### src/design/arft_pkg.sv
// Package: register map, field layout and trigger codes for the result block
package arft_pkg;

    // ------------------------------------------------------------
    // Register map (byte addresses)
    // ------------------------------------------------------------
    localparam logic [7:0] ADDR_CTRL_TRIG   = 8'h00;
    localparam logic [7:0] ADDR_JUSTIFY     = 8'h04;
    localparam logic [7:0] ADDR_RESULT_HIGH = 8'h08;
    localparam logic [7:0] ADDR_RESULT_LOW  = 8'h0C;
    localparam logic [7:0] ADDR_STATUS      = 8'h10;

    // ------------------------------------------------------------
    // Field positions and reset values
    // ------------------------------------------------------------
    localparam int         TRIG_SEL_LSB    = 3;
    localparam int         TRIG_SEL_W      = 5;
    localparam int         TRIG_NUM        = 32;
    localparam logic [4:0] TRIG_SEL_RESET  = 5'h00;
    localparam logic [4:0] TRIG_NONE       = 5'h00;
    localparam logic [4:0] TRIG_RESERVED   = 5'h1F;
    localparam logic [4:0] TRIG_TMR1_OVF   = 5'h04;
    localparam logic [4:0] TRIG_LAST_VALID = 5'h14;
    localparam logic       JUSTIFY_RESET   = 1'b0;
    localparam logic [1:0] HTRANS_NONSEQ   = 2'h2;

    // ------------------------------------------------------------
    // Conversion result from the sequencer
    // ------------------------------------------------------------
    typedef struct packed {
        logic       done;
        logic [9:0] value;
    } arft_result_t;

    // AHB-Lite address phase held for the data phase
    typedef struct packed {
        logic       write;
        logic       read;
        logic [7:0] addr;
    } arft_ahb_phase_t;

endpackage : arft_pkg

### src/design/arft_result_format_trigger.sv
// Result justification, auto-trigger selection and AHB-Lite register file
`timescale 1ns/10ps
`default_nettype none

// Behaviour
// - Left justify: result bits 9..2 go to high result byte bits 7..0.
// - Left justify: result bits 1..0 go to low result byte bits 7..6.
// - Left justify: low byte bits 5..0 reserved, software must ignore them.
// - Right justify: result bits 9..8 to high byte bits 1..0; rest reserved.
// - Right justify: result bits 7..0 go to low result byte bits 7..0.
// - Result bytes software read/write; unknown at power-on, kept by resets.
// - Timer one overflow trigger also sets its own interrupt flag.
// - Five-bit trigger select in control bits 7..3; codes 0x15 to all-ones reserved.
module arft_result_format_trigger
    import arft_pkg::*;
(
    input  wire logic               ref_clk,
    input  wire logic               sys_rst,
    input  wire logic [31:0]        haddr,
    input  wire logic [1:0]         htrans,
    input  wire logic               hwrite,
    input  wire logic [2:0]         hsize,
    input  wire logic               hsel,
    input  wire logic               hready,
    input  wire logic [31:0]        hwdata,
    output logic      [31:0]        hrdata,
    output logic                    hreadyout,
    output logic                    hresp,
    input  wire logic [TRIG_NUM-1:0] triggerIn,
    input  wire arft_result_t       convResult,
    output logic                    autoStart,
    output logic                    timerOneOverflowFlag,
    output logic                    resultJustifySelect
);

    // ------------------------------------------------------------
    // Helpers
    // ------------------------------------------------------------
    function automatic logic trigUsable(input logic [4:0] sel);
        trigUsable = (sel != TRIG_NONE) && (sel <= TRIG_LAST_VALID);
    endfunction : trigUsable

    function automatic logic [15:0] justify(input logic [9:0] v,
                                            input logic       right);
        if (right)
            justify = {6'h00, v[9:8], v[7:0]};
        else
            justify = {v[9:2], v[1:0], 6'h00};
    endfunction : justify

    // ------------------------------------------------------------
    // State
    // ------------------------------------------------------------
    arft_ahb_phase_t            phaseReg, phaseNext;
    logic [4:0]                 trigSelReg, trigSelNext;
    logic                       justifyReg, justifyNext;
    logic [7:0]                 resHighReg, resHighNext;
    logic [7:0]                 resLowReg, resLowNext;
    logic [TRIG_NUM-1:0]        trigSync1Reg, trigSync2Reg, trigPrevReg;
    logic                       startReg, startNext;
    logic                       t1FlagReg, t1FlagNext;
    logic [31:0]                rdataReg, rdataNext;
    logic                       doneSync1Reg, doneSync2Reg, donePrevReg;
    logic [9:0]                 valSync1Reg, valSync2Reg;
    logic                       selEdge, t1Edge, doneEdge;
    logic [15:0]                placed;
    logic                       hreadyReg, hreadyNext;
    logic                       hrespReg, hrespNext;
    logic                       flagClear;

    assign hreadyout            = hreadyReg;
    assign hresp                = hrespReg;
    assign hrdata               = rdataReg;
    assign autoStart            = startReg;
    assign timerOneOverflowFlag = t1FlagReg;
    assign resultJustifySelect  = justifyReg;

    // ------------------------------------------------------------
    // Next-state logic
    // ------------------------------------------------------------
    always_comb begin
        phaseNext.addr  = haddr[7:0];
        phaseNext.write = hsel && hready && htrans[1] && hwrite;
        phaseNext.read  = hsel && hready && htrans[1] && !hwrite;
        trigSelNext = trigSelReg;
        justifyNext = justifyReg;
        resHighNext = resHighReg;
        resLowNext  = resLowReg;
        rdataNext   = rdataReg;
        hreadyNext  = 1'b1;
        hrespNext   = 1'b0;
        // Rising edge on the selected source only
        selEdge  = trigUsable(trigSelReg) &&
                   trigSync2Reg[trigSelReg] && !trigPrevReg[trigSelReg];
        t1Edge   = trigSync2Reg[TRIG_TMR1_OVF] &&
                   !trigPrevReg[TRIG_TMR1_OVF];
        doneEdge = doneSync2Reg && !donePrevReg;
        startNext  = selEdge;
        t1FlagNext = t1FlagReg;
        flagClear  = phaseReg.write && (phaseReg.addr == ADDR_STATUS) &&
                     hwdata[0];
        placed = justify(valSync2Reg, justifyReg);
        if (doneEdge) begin
            resHighNext = placed[15:8];
            resLowNext  = placed[7:0];
        end
        if (phaseReg.write) begin
            case (phaseReg.addr)
                ADDR_CTRL_TRIG:   trigSelNext = hwdata[7:3];
                ADDR_JUSTIFY:     justifyNext = hwdata[0];
                ADDR_RESULT_HIGH: if (!doneEdge) resHighNext = hwdata[7:0];
                ADDR_RESULT_LOW:  if (!doneEdge) resLowNext = hwdata[7:0];
                ADDR_STATUS:      if (hwdata[0]) t1FlagNext = 1'b0;
                default:          ;
            endcase
        end
        if (t1Edge)
            t1FlagNext = 1'b1;
        if (phaseNext.read) begin
            case (haddr[7:0])
                ADDR_CTRL_TRIG:   rdataNext = {24'h0, trigSelReg, 3'h0};
                ADDR_JUSTIFY:     rdataNext = {31'h0, justifyReg};
                ADDR_RESULT_HIGH: rdataNext = {24'h0, resHighReg};
                ADDR_RESULT_LOW:  rdataNext = {24'h0, resLowReg};
                ADDR_STATUS:      rdataNext = {31'h0, t1FlagReg};
                default:          rdataNext = 32'h0;
            endcase
        end
    end

    // ------------------------------------------------------------
    // Input synchronisers
    // ------------------------------------------------------------
    always_ff @(posedge ref_clk) begin
        trigSync1Reg <= triggerIn;
        trigSync2Reg <= trigSync1Reg;
        trigPrevReg  <= trigSync2Reg;
        doneSync1Reg <= convResult.done;
        doneSync2Reg <= doneSync1Reg;
        donePrevReg  <= doneSync2Reg;
        valSync1Reg  <= convResult.value;
        valSync2Reg  <= valSync1Reg;
    end

    // ------------------------------------------------------------
    // Registers
    // ------------------------------------------------------------
    always_ff @(posedge ref_clk) begin
        resHighReg   <= resHighNext;
        resLowReg    <= resLowNext;
        rdataReg     <= rdataNext;
        if (sys_rst) begin
            phaseReg    <= '0;
            trigSelReg  <= TRIG_SEL_RESET;
            justifyReg  <= JUSTIFY_RESET;
            startReg    <= 1'b0;
            t1FlagReg   <= 1'b0;
            hreadyReg   <= 1'b1;
            hrespReg    <= 1'b0;
        end else begin
            phaseReg    <= phaseNext;
            trigSelReg  <= trigSelNext;
            justifyReg  <= justifyNext;
            startReg    <= startNext;
            t1FlagReg   <= t1FlagNext;
            hreadyReg   <= hreadyNext;
            hrespReg    <= hrespNext;
        end
    end

    // ------------------------------------------------------------
    // Checks
    // ------------------------------------------------------------
    chk_no_reserved_start: assert property (@(posedge ref_clk)
        disable iff (sys_rst)
        !trigUsable($past(trigSelReg)) |-> !startReg)
        else $error("start from unusable trigger select");

    chk_start_on_edge: assert property (@(posedge ref_clk)
        disable iff (sys_rst)
        startReg |-> $past(trigSync2Reg[trigSelReg]))
        else $error("start without selected trigger high");

    chk_left_high: assert property (@(posedge ref_clk)
        disable iff (sys_rst)
        doneEdge && !justifyReg && !phaseReg.write |=>
        resHighReg == $past(valSync2Reg[9:2]))
        else $error("left high byte wrong");

    chk_left_low: assert property (@(posedge ref_clk)
        disable iff (sys_rst)
        doneEdge && !justifyReg |=>
        resLowReg == {$past(valSync2Reg[1:0]), 6'h00})
        else $error("left low byte wrong");

    chk_right_high: assert property (@(posedge ref_clk)
        disable iff (sys_rst)
        doneEdge && justifyReg |=>
        resHighReg == {6'h00, $past(valSync2Reg[9:8])})
        else $error("right high byte wrong");

    chk_right_low: assert property (@(posedge ref_clk)
        disable iff (sys_rst)
        doneEdge && justifyReg |=> resLowReg == $past(valSync2Reg[7:0]))
        else $error("right low byte wrong");

    chk_timer_flag: assert property (@(posedge ref_clk)
        disable iff (sys_rst)
        t1Edge |=> timerOneOverflowFlag ##1
        (timerOneOverflowFlag || $past(flagClear)))
        else $error("timer one flag not set");

    chk_result_kept: assert property (@(posedge ref_clk)
        $rose(sys_rst) |=> $stable(resHighReg) && $stable(resLowReg))
        else $error("result changed by reset");

    chk_select_write: assert property (@(posedge ref_clk)
        disable iff (sys_rst)
        phaseReg.write && phaseReg.addr == ADDR_CTRL_TRIG |=>
        trigSelReg == $past(hwdata[7:3]))
        else $error("trigger select not written");

    chk_start_single: assert property (@(posedge ref_clk)
        disable iff (sys_rst)
        startReg && $stable(trigSelReg) |=> !startReg)
        else $error("start held for more than one cycle");

    chk_start_needs_edge: assert property (@(posedge ref_clk)
        disable iff (sys_rst)
        startReg |-> !$past(trigPrevReg[trigSelReg]))
        else $error("start without a rising edge");

    chk_edge_starts: assert property (@(posedge ref_clk)
        disable iff (sys_rst)
        trigUsable(trigSelReg) && trigSync2Reg[trigSelReg] &&
        !trigPrevReg[trigSelReg] |=> autoStart)
        else $error("selected rising edge gave no start");

    chk_flag_sticky: assert property (@(posedge ref_clk)
        disable iff (sys_rst)
        timerOneOverflowFlag && !flagClear |=> timerOneOverflowFlag)
        else $error("timer one flag dropped without clear");

    chk_flag_source: assert property (@(posedge ref_clk)
        disable iff (sys_rst)
        !timerOneOverflowFlag && !t1Edge |=> !timerOneOverflowFlag)
        else $error("timer one flag set without event");

    chk_flag_clear: assert property (@(posedge ref_clk)
        disable iff (sys_rst)
        flagClear && !t1Edge |=> !timerOneOverflowFlag)
        else $error("timer one flag not cleared");

    chk_high_write: assert property (@(posedge ref_clk)
        disable iff (sys_rst)
        phaseReg.write && phaseReg.addr == ADDR_RESULT_HIGH && !doneEdge |=>
        resHighReg == $past(hwdata[7:0]))
        else $error("high result byte not written");

    chk_low_write: assert property (@(posedge ref_clk)
        disable iff (sys_rst)
        phaseReg.write && phaseReg.addr == ADDR_RESULT_LOW && !doneEdge |=>
        resLowReg == $past(hwdata[7:0]))
        else $error("low result byte not written");

    chk_result_steady: assert property (@(posedge ref_clk)
        disable iff (sys_rst)
        !doneEdge && !phaseReg.write |=>
        $stable(resHighReg) && $stable(resLowReg))
        else $error("result changed without capture or write");

    chk_reserved_left: assert property (@(posedge ref_clk)
        disable iff (sys_rst)
        doneEdge && !justifyReg |=> resLowReg[5:0] == 6'h00)
        else $error("left low reserved bits not clear");

    chk_reserved_right: assert property (@(posedge ref_clk)
        disable iff (sys_rst)
        doneEdge && justifyReg |=> resHighReg[7:2] == 6'h00)
        else $error("right high reserved bits not clear");

    chk_ctrl_readback: assert property (@(posedge ref_clk)
        disable iff (sys_rst)
        hsel && hready && htrans[1] && !hwrite &&
        haddr[7:0] == ADDR_CTRL_TRIG |=>
        hrdata == {24'h000000, $past(trigSelReg), 3'h0})
        else $error("control read data wrong");

    chk_low_readback: assert property (@(posedge ref_clk)
        disable iff (sys_rst)
        hsel && hready && htrans[1] && !hwrite &&
        haddr[7:0] == ADDR_RESULT_LOW |=>
        hrdata == {24'h000000, $past(resLowReg)})
        else $error("low result read data wrong");

    chk_select_kept: assert property (@(posedge ref_clk)
        disable iff (sys_rst)
        !(phaseReg.write && phaseReg.addr == ADDR_CTRL_TRIG) |=>
        $stable(trigSelReg))
        else $error("trigger select changed without write");

    chk_justify_write: assert property (@(posedge ref_clk)
        disable iff (sys_rst)
        phaseReg.write && phaseReg.addr == ADDR_JUSTIFY |=>
        resultJustifySelect == $past(hwdata[0]))
        else $error("justify select not written");

endmodule : arft_result_format_trigger

`default_nettype wire

### config.mk
export PLATFORM = sky130hd
export DESIGN_NAME = arft_result_format_trigger
export DESIGN_NICKNAME = d
export VERILOG_FILES = /design/src/design/arft_pkg.sv /design/src/design/arft_result_format_trigger.sv
export SDC_FILE = /design/constraint.sdc
export NUM_CORES = 1
export LEC_CHECK = 0
export BUFFER_PORTS_ARGS = -buffer_cell sky130_fd_sc_hd__buf_2
export CORE_AREA = 2 2 107 109
export DETAILED_ROUTE_END_ITERATION = 16
export DIE_AREA = 0 0 109 111
export PLACE_DENSITY = 0.65
export SETUP_SLACK_MARGIN = 0.2
export SYNTH_ARGS = -nofsm -noshare
export SYNTH_HDL_FRONTEND = slang
export SYNTH_SLANG_ARGS = --single-unit
### constraint.sdc
create_clock -name ref_clk -period 2 [get_ports ref_clk]
set_input_delay 0.3 -clock ref_clk [delete_from_list [all_inputs] [get_ports ref_clk]]
set_output_delay 0.3 -clock ref_clk [all_outputs]
set_load 0.02 [all_outputs]
==> results.txt <==
For the initial antenna violation count, the log shows 0. Type of origin of the critical path: a flip-flop. For this run, the total global-route usage over all layers was measured as 13.87%.

The largest fanout on the critical path was 8. In the post-synthesis netlist, the biggest area contributors are sky130_fd_sc_hd__dfxtp_1 (60%), sky130_fd_sc_hd__edfxtp_1 (5.6%), sky130_fd_sc_hd__mux2i_1 (5.2%). Across the VDD grid, the largest voltage drop is 521.2 uV. The routability congestion estimate was 0.7999. The logs give 64.88% for the normalized max-slew margin and 0.008954 ns for the clock tree skew after final layout. The buffer type at the clock tree root was sky130_fd_sc_hd__clkbuf_16.

The biggest area contributor in the post-synthesis netlist is sky130_fd_sc_hd__dfxtp_1. The first detailed-routing pass ran for 4 iterations. The count of final hold-check violations came out at 0. The number of antenna diodes in the final layout is 0. The number of clock buffers added by TritonCTS is 17. The die extent in y was 111 um; the largest net degree at the start of global routing was 18. Counting I/O delays and the setup requirement, the final critical path takes 1.633 ns. The critical hold path startpoint is hwdata[1]. Counting every sink on the clock net gives 136. For the sequential power share, the log shows 47.4%. The region available for standard cell placement spans 0.01108 sq mm. Synthesis produced a netlist whose cell count is 360.

STA puts the critical path data required time at 2.31 ns. In the final layout, the share of cells above drive strength 1 is 23.09%. Setup repair after global routing left no endpoint under its margin. In this run the count of I/O pins placed on the die edge is 154. Setup violations remaining at the end of the flow were counted as 0.

Net switching is 21.62% of the power. The power per unit of standard cell area is 1107 mW/mm^2. The die is 109 um wide. The number of filler instances in the final layout was 982.

The commonest cells after synthesis are sky130_fd_sc_hd__dfxtp_1 (128), sky130_fd_sc_hd__buf_4 (26), sky130_fd_sc_hd__mux2i_1 (22). In this run the register-to-register setup slack is 0.37 ns. Summing over every cut layer, the via total after detailed routing is 2811. The buffer levels on the longest clock path was 2; the global route total overflow was 0.

The logs give 0.41 ns for the latest clock arrival within the worst-skew pair and 0 for the total count of max-transition violations in the final report. TritonCTS built the clock tree. The tools report the post-CTS setup buffer count as 0. The clock network burns 47.8% of the power.

For this run, the top clock speed supported by timing is 612.5 MHz. The number of instances on the worst hold path is 3, and the antenna violation net count after detailed routing is 0. The tools report the yosys synthesis warning count as 0. The synthesized netlist contains 47 unique library cells. The total detailed-routing wirelength was 7777 um; the area after detailed placement was 0.004667 sq mm. The min-delay analysis places its worst path in the category input port to flip-flop.

The commonest register cell after synthesis is sky130_fd_sc_hd__dfxtp_1. The number of DRC violations after detailed routing was 0. The most numerous cell on the critical path was sky130_fd_sc_hd__nand2_1. The area added between synthesis and finish is 31.46%, and the storage element area is 0.002804 sq mm.

In the routed layout, each cell is associated on average with a via count of 4.476. The finished layout holds 628 standard cells, fillers aside. The number of global-route vias before repair came out at 2712. In the final design database the tool counted 590 nets. Setup slack closes at 0.3674 ns. The source of the worst register-to-register timing path was phaseReg[4]. The signal on the critical path passes through nor4_4 -> and3_1 -> nand2_1 -> a32oi_1 -> nand2_1. The effective utilization at floorplan is 38.48%.

The critical register-to-register path endpoint is resLowReg[1]. The run finished with clean final reports. The worst setup path is of the flip-flop to flip-flop kind. Buffers placed on the I/O ports in this run total 67. Dividing the detail-routed wire length by the instance count gives 12.38 um.

The die covers 0.01210 sq mm. For the worst setup path, the data arrival time is 1.94 ns. The worst hold path terminates at resLowReg[1].

Timing analysis after detailed placement gives a worst setup slack of 0.2860 ns. In this run, the number of DRC markers left after iteration 0 of detailed routing was 150. The mean post-synth cell area came out at 11.84 sq um.

Wire length of the first global-routing pass: 12800 um. The tools report the internal portion of total power as 4864 uW. The combinational power share was 4.9%; the number of maximum-capacitance violations was 0. The number of synthesized register bits is 136.

Yosys instantiated no cell more often than sky130_fd_sc_hd__dfxtp_1. The floorplan has 39 rows. The share of the cycle needed by the critical path after routing was 81.63%; the static leakage was 0.002411 uW. STA classifies the critical path endpoint as a flip-flop. Detailed placement finished with a half-perimeter wire length of 5268 um.

The run gives 4 as the number of H-tree branching levels. After clock tree synthesis, the clock-pin slew on the worst setup and hold paths is 0.06 ns. Measured on the finished design, the core utilization comes to 50.59%. On the worst path, the slowest cell contributes a delay of 0.36 ns. Final-layout setup total negative slack: 0 ns.

The fraction of registers with async set/reset was 0%. In this run the cell area of the synthesized design comes to 0.004263 sq mm. In this run the biggest area consumer among cell types represents 60.11% of the synthesized area. Once placement completed, the tool counted placed cells totaling 562. In this run the power spent charging and discharging nets is 1342 uW. Summing the sequential cell areas from Yosys gives 65.75% of the chip area.

Once layout is done, the placed cells without fillers occupy 0.005604 sq mm. The area used by multi-input combinational logic is 0.001277 sq mm, and the worst-case reg-to-reg path depth is 5. The measured slew at the worst slew-check pin was 0.5269 ns. In this run, synthesis inferred 8 flip-flops with an integrated enable. The slowest stage of the critical path is the sky130_fd_sc_hd__nor4_4 cell.
==> worst max-delay path by stage <==
stage / startpoint / to / slack [ns] / cells after the start
floorplan: trigSelReg[0] / autoStart / 0.48 / 6
global placement: phaseReg[4] / resHighReg[1] / 0.31 / 5
detailed placement: phaseReg[4] / resHighReg[1] / 0.29 / 5
CTS: phaseReg[4] / resHighReg[1] / 0.27 / 5
global route: phaseReg[4] / resLowReg[1] / 0.23 / 5
finish: phaseReg[4] / resLowReg[1] / 0.37 / 5
==> cell type report <==
type | instances | area share, %
clock buffer | 17 | 7.591
clock inverter | 14 | 2.612
inverter | 9 | 0.6028
multi-input combinational | 200 | 22.80
sequential | 136 | 50.03
tap | 143 | 3.193
timing repair buffer | 109 | 13.17
==> power groups by stage <==
stage	registers, uW	clock network, uW	logic [uW]
after global routing	2950	3150	335
final	2940	2960	302
after floorplan	2980	0	192
after CTS	2940	3040	302
after detailed placement	2990	0	248
after global placement	2990	0	244
==> sequential cells by signal, indices dropped and copies added (netlist names), 8 cells and up <==
register / cells
trigSync1Reg: 24
trigPrevReg: 24
valSync1Reg: 10
resHighReg: 8
hrdata: 8
resLowReg: 8
phaseReg: 9
valSync2Reg: 10
trigSync2Reg: 24
==> layer usage <==
layer  vias to the layer above  track usage [%]  routed length [um]
met4                         0            7.436                 141
met5                         -                0                   0
met3                        17            5.056                 536
met1                      1263            16.83                3515
met2                       104            21.20                3583
li1                       1427                -                   -
==> worst max-delay path: cells and delay by family, from the launching register on <==
kind	cells	cell delay (ns)
AOI/OAI and AO/OA	1	0.30
DFF	1	0.33
and+or+nand+nor	4	0.90
==> logic make-up after synthesis <==
logic type / after synthesis / synth area share (%)
compound gates: 52 / 8.805
buf+inv: 48 / 6.721
flops: 136 / 65.75
mux: 22 / 5.166
other cells: 2 / 0.1762
simple gates: 100 / 13.38
==> cells in the final DEF (no fill, tap or decap), types with 3 or more instances in the layout <==
cell and instances:
sky130_fd_sc_hd__dfxtp_1 127, sky130_fd_sc_hd__buf_2 67, sky130_fd_sc_hd__dlygate4sd3_1 35, sky130_fd_sc_hd__conb_1 26, sky130_fd_sc_hd__mux2i_1 22, sky130_fd_sc_hd__nor2_1 20
sky130_fd_sc_hd__nand2_1 20, sky130_fd_sc_hd__nor2b_1 18, sky130_fd_sc_hd__clkbuf_16 17, sky130_fd_sc_hd__inv_1 9, sky130_fd_sc_hd__nor3_1 8, sky130_fd_sc_hd__edfxtp_1 8
sky130_fd_sc_hd__buf_4 7, sky130_fd_sc_hd__a31oi_1 6, sky130_fd_sc_hd__nand2b_1 5, sky130_fd_sc_hd__a211oi_1 5, sky130_fd_sc_hd__a21oi_1 5, sky130_fd_sc_hd__nand3_1 5
sky130_fd_sc_hd__o32ai_1 4, sky130_fd_sc_hd__a32oi_1 4, sky130_fd_sc_hd__o21ai_1 4, sky130_fd_sc_hd__a22o_1 4, sky130_fd_sc_hd__a21o_1 4, sky130_fd_sc_hd__nor3b_1 4
sky130_fd_sc_hd__o22ai_1 4, sky130_fd_sc_hd__clkinv_2 4, sky130_fd_sc_hd__inv_6 4, sky130_fd_sc_hd__o21ai_0 3
==> stage by stage <==
step,total power [uW],hold WS [ns]
floorplan,3171,0.3096
global placement,3234,0.3130
detailed placement,3243,0.3121
CTS,6277,0.1022
global route,6441,0.1126
finish,6206,0.1250
==> timing repair <==
| item | 4_1_cts | 5_1_grt |
|---|---|---|
| endpoints found under the setup margin | 0 | 12 |
| resized for setup | 0 | 3 |
| endpoints found under the hold margin | 35 | 0 |
| hold buffers | 35 | 0 |
Note: power is estimated with default switching activity, not from simulation.
